==> config.mk <==
export PLATFORM = sky130hd
export DESIGN_NAME = mii_external_phy_port
export DESIGN_NICKNAME = d
export VERILOG_FILES = /design/src/hdl/nibble_buffer.v /design/src/hdl/mii_external_phy_port.v
export VERILOG_INCLUDE_DIRS = /design/src /design/src/hdl
export SDC_FILE = /design/constraint.sdc
export NUM_CORES = 1
export LEC_CHECK = 0
export BUFFER_PORTS_ARGS = -buffer_cell sky130_fd_sc_hd__buf_4
export CAP_MARGIN = 15
export CELL_PAD_IN_SITES_DETAIL_PLACEMENT = 0
export CELL_PAD_IN_SITES_GLOBAL_PLACEMENT = 1
export CORE_MARGIN = 8
export CORE_UTILIZATION = 51
export CTS_BUF_LIST = sky130_fd_sc_hd__clkbuf_8
export DETAILED_ROUTE_END_ITERATION = 8
export PLACE_DENSITY = 0.83
export SETUP_SLACK_MARGIN = 0.1
export SYNTH_ARGS = -nofsm -noshare
export SYNTH_HDL_FRONTEND = slang
export SYNTH_SLANG_ARGS = --single-unit
==> constraint.sdc <==
create_clock -name clk_sys -period 4.3 [get_ports clk_sys]
set_clock_uncertainty 0.2 [all_clocks]
set_input_delay 0.215 -clock clk_sys [delete_from_list [all_inputs] [get_ports clk_sys]]
set_output_delay 0.215 -clock clk_sys [all_outputs]
set_load 0.02 [all_outputs]
==> src/hdl/mii_port_defines.vh <==
// Purpose: Constants for the external PHY media-independent port.
// Assumes: Core clock clk_sys at 100 MHz, link clocks sampled as plain inputs.
// Notes:   Strap codes, widths and counts used by the port and its buffer.
`ifndef MII_PORT_DEFINES_VH
`define MII_PORT_DEFINES_VH
`define MODE_W          4
`define MODE_INTERNAL   4'h0
`define MODE_EXT_XTAL   4'h1
`define MODE_EXT_OSC    4'h2
`define NIB_W           4
`define NIB_MSB         3
`define BUF_W           5
`define BUF_DEPTH       2
`define BUF_FULL        2'h2
`define BUF_CNT_W       2
`define SYNC_W          2
`define NIB_ZERO        4'h0
`endif

==> src/hdl/nibble_buffer.v <==
// Purpose: Two-entry buffer with valid and ready on both sides.
// Assumes: Single clock, both sides on clk_sys.
// Notes:   Ready on the fill side falls only when both entries are held.
`timescale 1ns/10ps
`include "mii_port_defines.vh"
module nibble_buffer (
  clk_sys,
  rstn,
  flush,
  in_valid,
  in_ready,
  in_data,
  out_valid,
  out_ready,
  out_data
);
  input  wire                clk_sys;
  input  wire                rstn;
  input  wire                flush;
  input  wire                in_valid;
  output wire                in_ready;
  input  wire [`BUF_W-1:0]   in_data;
  output wire                out_valid;
  input  wire                out_ready;
  output wire [`BUF_W-1:0]   out_data;

  reg  [`BUF_W-1:0]     mem_q [0:`BUF_DEPTH-1];
  reg                   wr_ptr_q;
  reg                   rd_ptr_q;
  reg  [`BUF_CNT_W-1:0] cnt_q;
  wire                  push;
  wire                  pop;

  // Honest full and empty from the count
  assign in_ready  = (cnt_q != `BUF_FULL);
  assign out_valid = (cnt_q != 2'd0);
  assign out_data  = mem_q[rd_ptr_q];
  assign push      = in_valid & in_ready;
  assign pop       = out_valid & out_ready;

  // Storage and pointers
  always @(posedge clk_sys or negedge rstn) begin
    if (!rstn) begin
      wr_ptr_q <= 1'b0;
      rd_ptr_q <= 1'b0;
      cnt_q    <= 2'd0;
      mem_q[0] <= {`BUF_W{1'b0}};
      mem_q[1] <= {`BUF_W{1'b0}};
    end else if (flush) begin
      wr_ptr_q <= 1'b0;
      rd_ptr_q <= 1'b0;
      cnt_q    <= 2'd0;
    end else begin
      if (push) begin
        mem_q[wr_ptr_q] <= in_data;
        wr_ptr_q        <= ~wr_ptr_q;
      end
      if (pop) begin
        rd_ptr_q <= ~rd_ptr_q;
      end
      if (push && !pop) begin
        cnt_q <= cnt_q + 2'd1;
      end else if (pop && !push) begin
        cnt_q <= cnt_q - 2'd1;
      end
    end
  end
endmodule

==> src/hdl/mii_external_phy_port.v <==
// Purpose: Media-independent port to an external PHY, run from clk_sys.
// Assumes: Link clocks well below clk_sys/4, sampled through two flops.
// Notes:   Transmit words arrive one nibble per transmit clock; a frame
//          ends when the source marks its last nibble. Receive nibbles
//          pass a two-entry buffer; a full buffer drops and flags overrun.
`timescale 1ns/10ps
`include "mii_port_defines.vh"
module mii_external_phy_port (
  clk_sys,
  rstn,
  phy_mode,
  use_internal_phy,
  tx_valid,
  tx_ready,
  tx_data,
  tx_last,
  phy_tx_clock,
  phy_tx_enable,
  phy_tx_data,
  network_op_clock,
  phy_carrier_sense,
  phy_collision,
  phy_rx_clock,
  phy_rx_valid,
  phy_rx_data,
  duplex_select_n,
  carrier_present,
  collision_seen,
  full_duplex,
  rx_valid,
  rx_ready,
  rx_data,
  rx_last,
  rx_overrun
);
  input  wire               clk_sys;
  input  wire               rstn;
  input  wire [`MODE_W-1:0] phy_mode;
  output reg                use_internal_phy;
  input  wire               tx_valid;
  output reg                tx_ready;
  input  wire [`NIB_W-1:0]  tx_data;
  input  wire               tx_last;
  input  wire               phy_tx_clock;
  output reg                phy_tx_enable;
  output reg  [`NIB_W-1:0]  phy_tx_data;
  output reg                network_op_clock;
  input  wire               phy_carrier_sense;
  input  wire               phy_collision;
  input  wire               phy_rx_clock;
  input  wire               phy_rx_valid;
  input  wire [`NIB_W-1:0]  phy_rx_data;
  input  wire               duplex_select_n;
  output reg                carrier_present;
  output reg                collision_seen;
  output reg                full_duplex;
  output reg                rx_valid;
  input  wire               rx_ready;
  output reg  [`NIB_W-1:0]  rx_data;
  output reg                rx_last;
  output reg                rx_overrun;

  // Transmit states
  localparam TX_IDLE = 2'b00;
  localparam TX_SEND = 2'b01;
  localparam TX_STOP = 2'b10;

  reg  [`SYNC_W-1:0] txc_s_q;
  reg  [`SYNC_W-1:0] rxc_s_q;
  reg  [`SYNC_W-1:0] crs_s_q;
  reg  [`SYNC_W-1:0] col_s_q;
  reg  [`SYNC_W-1:0] fdx_s_q;
  reg  [`SYNC_W-1:0] rxdv_s_q;
  reg  [`MODE_W-1:0] mode_s1_q;
  reg  [`MODE_W-1:0] mode_s2_q;
  reg  [`NIB_W-1:0]  rxd_s1_q;
  reg  [`NIB_W-1:0]  rxd_s2_q;
  reg                txc_prev_q;
  reg                rxc_prev_q;
  reg                ext_en_q;
  reg  [1:0]         tx_st_q;
  reg                rx_dv_prev_q;
  reg                rx_hold_q;
  reg  [`NIB_W-1:0]  rx_hold_d_q;
  wire               txc_rise;
  wire               txc_fall;
  wire               rxc_rise;
  wire               ext_sel;
  wire               buf_in_ready;
  wire               buf_out_valid;
  wire [`BUF_W-1:0]  buf_out_data;
  wire               buf_pop;
  wire               rx_take;
  wire               rx_end;
  wire               buf_push;
  wire [`BUF_W-1:0]  buf_in_data;

  // Strap decode: external codes only enable the MII
  assign ext_sel = (mode_s2_q == `MODE_EXT_XTAL) || (mode_s2_q == `MODE_EXT_OSC);

  // Mode followed every cycle from the synchronised strap
  always @(posedge clk_sys or negedge rstn) begin
    if (!rstn) begin
      ext_en_q         <= 1'b0;
      use_internal_phy <= 1'b1;
    end else begin
      ext_en_q         <= ext_sel;
      use_internal_phy <= ~ext_sel;
    end
  end

  // Two-flop synchronisers for every pin input
  always @(posedge clk_sys or negedge rstn) begin
    if (!rstn) begin
      txc_s_q  <= {`SYNC_W{1'b0}};
      rxc_s_q  <= {`SYNC_W{1'b0}};
      crs_s_q  <= {`SYNC_W{1'b0}};
      col_s_q  <= {`SYNC_W{1'b0}};
      fdx_s_q  <= {`SYNC_W{1'b1}};
      rxdv_s_q <= {`SYNC_W{1'b0}};
      rxd_s1_q <= `NIB_ZERO;
      rxd_s2_q <= `NIB_ZERO;
      mode_s1_q <= `MODE_INTERNAL;
      mode_s2_q <= `MODE_INTERNAL;
    end else begin
      mode_s1_q <= phy_mode; // Strap is a pin too
      mode_s2_q <= mode_s1_q;
      txc_s_q  <= {txc_s_q[0], phy_tx_clock};
      rxc_s_q  <= {rxc_s_q[0], phy_rx_clock};
      crs_s_q  <= {crs_s_q[0], phy_carrier_sense};
      col_s_q  <= {col_s_q[0], phy_collision};
      fdx_s_q  <= {fdx_s_q[0], duplex_select_n};
      rxdv_s_q <= {rxdv_s_q[0], phy_rx_valid};
      rxd_s1_q <= phy_rx_data;
      rxd_s2_q <= rxd_s1_q;
    end
  end

  // Edge detection on the synchronised clocks
  always @(posedge clk_sys or negedge rstn) begin
    if (!rstn) begin
      txc_prev_q <= 1'b0;
      rxc_prev_q <= 1'b0;
    end else begin
      txc_prev_q <= txc_s_q[1];
      rxc_prev_q <= rxc_s_q[1];
    end
  end
  assign txc_rise = txc_s_q[1] & ~txc_prev_q;
  assign txc_fall = ~txc_s_q[1] & txc_prev_q;
  assign rxc_rise = rxc_s_q[1] & ~rxc_prev_q;

  // Status: duplex, carrier, gated collision, network tick
  always @(posedge clk_sys or negedge rstn) begin
    if (!rstn) begin
      full_duplex      <= 1'b0;
      carrier_present  <= 1'b0;
      collision_seen   <= 1'b0;
      network_op_clock <= 1'b0;
    end else begin
      full_duplex      <= ext_en_q & ~fdx_s_q[1];
      carrier_present  <= ext_en_q & crs_s_q[1];
      collision_seen   <= ext_en_q & fdx_s_q[1] & col_s_q[1];
      network_op_clock <= ext_en_q & txc_s_q[1];
    end
  end

  // Transmit: launch on falling edge, PHY samples on the rising edge
  always @(posedge clk_sys or negedge rstn) begin
    if (!rstn) begin
      tx_st_q       <= TX_IDLE;
      tx_ready      <= 1'b0;
      phy_tx_enable <= 1'b0;
      phy_tx_data   <= `NIB_ZERO;
    end else begin
      tx_ready <= 1'b0;
      if (!ext_en_q) begin
        tx_st_q       <= TX_IDLE;
        phy_tx_enable <= 1'b0;
        phy_tx_data   <= `NIB_ZERO;
      end else if (txc_fall) begin
        case (tx_st_q)
          TX_IDLE: begin
            if (tx_valid) begin
              phy_tx_enable <= 1'b1;
              phy_tx_data   <= tx_data;
              tx_ready      <= 1'b1;
              tx_st_q       <= tx_last ? TX_STOP : TX_SEND;
            end
          end
          TX_SEND: begin
            if (tx_valid) begin
              phy_tx_data <= tx_data;
              tx_ready    <= 1'b1;
              if (tx_last) begin
                tx_st_q <= TX_STOP;
              end
            end else begin
              phy_tx_enable <= 1'b0;
              phy_tx_data   <= `NIB_ZERO;
              tx_st_q       <= TX_IDLE;
            end
          end
          TX_STOP: begin
            phy_tx_enable <= 1'b0;
            phy_tx_data   <= `NIB_ZERO;
            tx_st_q       <= TX_IDLE;
          end
          default: begin
            tx_st_q <= TX_IDLE;
          end
        endcase
      end
    end
  end

  // Receive: nibble held one step so the last one carries the end mark
  assign rx_take     = ext_en_q & rxc_rise & rxdv_s_q[1];
  assign rx_end      = ext_en_q & rxc_rise & ~rxdv_s_q[1] & rx_dv_prev_q;
  assign buf_push    = rx_hold_q & (rx_take | rx_end);
  assign buf_in_data = {rx_end, rx_hold_d_q};

  always @(posedge clk_sys or negedge rstn) begin
    if (!rstn) begin
      rx_dv_prev_q <= 1'b0;
      rx_hold_q    <= 1'b0;
      rx_hold_d_q  <= `NIB_ZERO;
      rx_overrun   <= 1'b0;
    end else begin
      if (rxc_rise) begin
        rx_dv_prev_q <= rxdv_s_q[1] & ext_en_q;
      end
      if (rx_take) begin
        rx_hold_q   <= 1'b1;
        rx_hold_d_q <= rxd_s2_q;
      end else if (rx_end || !ext_en_q) begin
        rx_hold_q <= 1'b0;
      end
      if (buf_push && !buf_in_ready) begin
        rx_overrun <= 1'b1;
      end else if (rx_take && !rx_dv_prev_q) begin
        rx_overrun <= 1'b0;
      end
    end
  end

  // Crossing buffer into the core side
  nibble_buffer u_rx_buf (
    .clk_sys   (clk_sys),
    .rstn      (rstn),
    .flush     (~ext_en_q),
    .in_valid  (buf_push),
    .in_ready  (buf_in_ready),
    .in_data   (buf_in_data),
    .out_valid (buf_out_valid),
    .out_ready (buf_pop),
    .out_data  (buf_out_data)
  );

  // Registered output stage, refilled when empty or taken
  assign buf_pop = buf_out_valid & (~rx_valid | rx_ready);

  always @(posedge clk_sys or negedge rstn) begin
    if (!rstn) begin
      rx_valid <= 1'b0;
      rx_data  <= `NIB_ZERO;
      rx_last  <= 1'b0;
    end else if (buf_pop) begin
      rx_valid <= 1'b1;
      rx_data  <= buf_out_data[`NIB_MSB:0];
      rx_last  <= buf_out_data[`NIB_W];
    end else if (rx_ready) begin
      rx_valid <= 1'b0;
    end
  end
endmodule

# Yosys cells after proc, flatten, opt, wreduce, memory -nomap -nowiden
# Index checks and enable logic that the tools add are counted.
# word_totals
register_bits,71
in_bits,23
out_inout_bits,18
# classes
n_mux,40
eq_ne,13
reduce_logical,22
bitwise_logic,28
magnitude_cmp,3
n_addsub,2
# ops
op,count
$mux 5,4
$mux 1,18
$mux 2,9
$and 1x1->1,16
$mux 4,4
$pmux 4 s3,1
$bwmux 10,1
$not 1->1,8
$reduce_bool 2->1,4
$ne 2x1->1 const B,3
$ne 3x3->1 const B,2
$reduce_and 3->1,2
$demux 5 s1,1
$logic_and 1x1->1,5
$logic_not 1->1,5
$eq 4x1->1 const B,1
$eq 4x2->1 const B,1
$ge 2x2->1 const B,2
$ne 4x1->1 const B,1
$ne 4x4->1 const B,1
$not 1->2,2
$pmux 2 s2,1
$reduce_and 4->1,1
$ne 3x1->1 const B,1
12 further kinds,14

# Longest topological paths before layout
# depth
ltp_word,13
ltp_mapped,5

# Hierarchy
# From an unflattened synthesis, not the netlist that was laid out.
# hier_totals
cells_unflattened,185
hier_area_um2,2647.5
# by_module_without_submodules
module,area_per_inst_um2,seq_area_each_um2,instances,cells_each
mii_external_phy_port,1965.6,1430.1,1,134
nibble_buffer,681.9,350.3,1,51

# Worst setup path before layout
# OpenSTA, ideal clock, no wires.
# synth_path
path_kind,flip-flop to flip-flop
startpoint,reg tx_st_q[0]
endpoint,reg phy_tx_data[0]
synth_period_minus_slack_ns,1.813
setup_time_ns,0.125
setup_slack_ns,2.487
path_buffers,0
arrival_ns,1.489
stages_incl_launch_ff,6
cell_sequence,dfrtp_1 > inv_1 > ha_1 > mux2i_1 > o21ai_0 > mux2_2
# synth_between
elab_chain_cells,4
# synth_rtl
item,line_no,rtl
"start, declared",mii_external_phy_port.v:81,reg [1:0] tx_st_q;
"start signal, assigned",mii_external_phy_port.v:188,tx_st_q <= tx_last ? TX_STOP : TX_SEND;
$eq 2x2->1 (tied with other cells),mii_external_phy_port.v:182,case (tx_st_q)
$pmux 4 s3,mii_external_phy_port.v:182,
$mux 4,mii_external_phy_port.v:181,end else if (txc_fall) begin
$mux 4,mii_external_phy_port.v:177,if (!ext_en_q) begin
"end signal, assigned",mii_external_phy_port.v:174,phy_tx_data <= `NIB_ZERO;
"end signal, assigned",mii_external_phy_port.v:180,phy_tx_data <= `NIB_ZERO;
"end signal, assigned",mii_external_phy_port.v:186,phy_tx_data <= tx_data;
"end, declared",mii_external_phy_port.v:46,output reg [`NIB_W-1:0] phy_tx_data;
# Parallel ways exist; a longest one is shown, timed or not. The select of a mux whose other input is x is not followed.
# A chain may end at the register's enable or synchronous reset.

# Worst setup path after layout
# layout_path
startpoint,reg tx_st_q[0]
endpoint,reg phy_tx_data[2]
# The elaborated chain is that of the path after synthesis.

==> flow_summary.json <==
{
  "outcome": "finished, final reports clean",
  "dr.pass1.iters": 4,
  "cts-root-buf": "clkbuf_8",
  "clkTransAtPathRegs_ns": 0.07,
  "synth_area_leaders": "dfrtp_1, mux2_2, o21ai_0, dfstp_2, mux2i_1",
  "maxSlewHeadroom_pct": 42.9,
  "htreeDepth": 3,
  "cts_tree": "yes",
  "power_mw": 1.24,
  "min_from": "tx_last",
  "whs_endpoint": "tx_st_q[1]$_DFFE_PN0P_",
  "hold_viol": 0,
  "synthFlopType": "dfrtp_1",
  "synth.most_common_cell": "dfrtp_1",
  "post-place-ws_ns": 2.24,
  "synthArstFlopShare_pct": 100,
  "drt-wirelength-per-cell_um": 14.8,
  "fin_ws_ns": 2.24,
  "nets": 268,
  "gp_congestion": 0.720,
  "cp-end-kind": "register",
  "yosysWarnings": 0,
  "drt-total-wl_mm": 4.72,
  "fin_crit_sh_pct": 48.0,
  "r2r_end": "phy_tx_data[2]$_DFFE_PN0P_",
  "min_path_type": "in -> reg",
  "crit_path_max_fanout": 5,
  "grt_pass1_vias": 1689,
  "vias_per_cell": 5.01,
  "die_area_um2": 7560,
  "drv_slew": 0,
  "r2r_start": "tx_st_q[0]$_DFFE_PN0P_",
  "drive_above_1_share_pct": 32.7,
  "r2r_cells": 5,
  "yosysSeqAreaShare_pct": 69.3,
  "comb_power_share_pct": 5.8,
  "fin_util_pct": 65.9,
  "avgSynthCellArea_um2": 14.3,
  "fp-row-count": 26,
  "diodes": 0,
  "numCtsBuffers": 9,
  "critPathRequiredTime_ns": 4.31,
  "setup_viol": 0,
  "cts_resized": 0,
  "synth_edf_count": 0,
  "ant_nets": 0,
  "clock_path_buffers": 2,
  "num_vias": 1594,
  "holdWs_ns": 0.0115,
  "tns_ns": 0,
  "irDropWorstVdd_uv": 292,
  "dpl.hpwl_mm": 3.34,
  "r2r_slack_ns": 2.24,
  "start_util_pct": 51.6,
  "grt_pass1_wl_mm": 8.01,
  "yosys.area.top_type_share_pct": 66.3,
  "rsz0062_at_grt": "false",
  "whs_path_depth": 3,
  "clkPwrFrac_pct": 36.8,
  "grt_start_max_net_pins": 72,
  "cap_viol_max_count": 0,
  "crit_path_start_kind": "register",
  "area_growth_pct": 27.7,
  "core_area_um2": 4980,
  "antenna_found_initial": 0,
  "worst_pin_slew_ns": 0.857,
  "p_int_mw": 0.957,
  "io_buffers": 40,
  "switching_share_pct": 22.8,
  "syn-num-nets": 204,
  "drt_iter0_markers": 76,
  "cpPeakStageDelay_ns": 0.50,
  "ys_ff_latch": 71,
  "overflow": 0,
  "power_density_nw_per_um2": 378,
  "grt_use_total_pct": 14.0,
  "clock_latency_ns": 0.33,
  "switchingPower_mw": 0.283,
  "netlist_area_um2": 2570,
  "ios": 41,
  "syn_inst": 179,
  "worstSetupPathType": "reg -> reg",
  "fin_crit_ns": 2.06,
  "cts_sinks": 71,
  "fp.dieW_um": 87.0,
  "worst_ep_arrival_time_ns": 2.08,
  "fin_area_um2": 3280,
  "synth_top_area_cell": "dfrtp_1",
  "die_h_um": 87.0,
  "placedInstanceArea_um2": 2940,
  "synth_common_cells": "dfrtp_1, mux2_2, o21ai_0, nand2_1, mux2i_1",
  "drc_errors": 0,
  "p_leak_nw": 1.57,
  "ys_types": 39,
  "crit_chain": "inv_1 > ha_1 > mux2i_1 > o21ai_0 > mux2_2",
  "stdcell_count": 318,
  "max_freq_mhz": 485,
  "slowest_stage": "o21ai_0",
  "seq_power_share_pct": 57.4,
  "dp_cells": 286
}
[worst max-delay path, delay by kind of cell, from the launching register on]
family / cells / cell delay, ns
flops: 1 / 0.38
buf+inv: 1 / 0.07
compound gates: 1 / 0.50
fa+ha+maj: 1 / 0.26
mux: 2 / 0.55
[registers in the layout (all words and copies together) (netlist names), 4 cells and up]
register,count
u_rx_buf.mem_q,10
mode_s1_q,4
mode_s2_q,4
phy_tx_data,4
rx_data,4
rx_hold_d_q,4
rxd_s1_q,4
rxd_s2_q,4
[cell usage in the layout (no fill, tap or decap), types with 2 or more instances in the layout]
cell type / instances
nand2b_1: 5
nor2_1: 4
and2_1: 2
and3_1: 5
o21ai_0: 16
dfrtp_1: 68
dlygate4sd3_1: 16
nor3_1: 3
mux2_2: 18
mux2i_1: 6
o211ai_1: 2
buf_4: 40
dfstp_2: 3
nand4_1: 2
ha_1: 2
nor2b_1: 3
nand2_1: 7
a21oi_1: 4
clkbuf_8: 10
inv_1: 5
clkinv_2: 4
[power by group through the flow]
stage	clock network, mW	registers [mW]	logic, mW
after floorplan	0	0.722	0.0210
after global placement	0	0.722	0.0593
after detailed placement	0	0.725	0.0621
after CTS	0.470	0.712	0.0735
after global routing	0.502	0.714	0.0792
final	0.456	0.712	0.0719
[kinds of logic (layout without fill, tap and decap cells)]
kind of cell	count (synthesis)	in the layout	synth area share [%]
DFF	71	71	69.3
and+or+nand+nor	38	38	9.11
AOI/OAI and AO/OA	35	35	8.82
muxes	24	24	10.2
buffers and inverters	8	77	1.17
adders and majority gates	2	2	0.975
xor gates and xnor gates	1	1	0.341
[per-layer routing]
metal / share of wire [%] / global-route usage, % / vias to the layer above / wire length [µm]
met4: 0.97 / 8.45 / 0 / 46
li1: - / - / 766 / -
met5: 0 / 0 / - / 0
met2: 51 / 22.8 / 38 / 2420
met1: 42 / 15.6 / 784 / 1990
met3: 5.5 / 4.72 / 6 / 260
[final cells by class]
cell class | instances | area (µm²)
Clock buffer | 10 | 138
Clock inverter | 6 | 36.3
Fill cell | 383 | 1700
Inverter | 5 | 18.8
Multi-Input combinational cell | 100 | 757
Sequential cell | 71 | 1780
Tap cell | 70 | 87.6
Timing Repair Buffer | 56 | 460
[timing repair]
action	CTS	global route
hold endpoints to repair	83	0
hold buffers	16	0
setup buffers	0	0
[worst max-delay path by stage]
stage | from | end | slack [ns]
after floorplan | tx_st_q[0]$_DFFE_PN0P_ | phy_tx_data[0]$_DFFE_PN0P_ | 2.49
after global placement | ext_en_q$_DFF_PN0_ | u_rx_buf.mem_q[6]$_DFFE_PN0P_ | 2.35
after detailed placement | ext_en_q$_DFF_PN0_ | u_rx_buf.mem_q[7]$_DFFE_PN0P_ | 2.24
after CTS | ext_en_q$_DFF_PN0_ | u_rx_buf.mem_q[7]$_DFFE_PN0P_ | 2.24
after global routing | tx_st_q[0]$_DFFE_PN0P_ | phy_tx_data[2]$_DFFE_PN0P_ | 2.14
final | tx_st_q[0]$_DFFE_PN0P_ | phy_tx_data[2]$_DFFE_PN0P_ | 2.24
(Power assumes the default switching activity.)
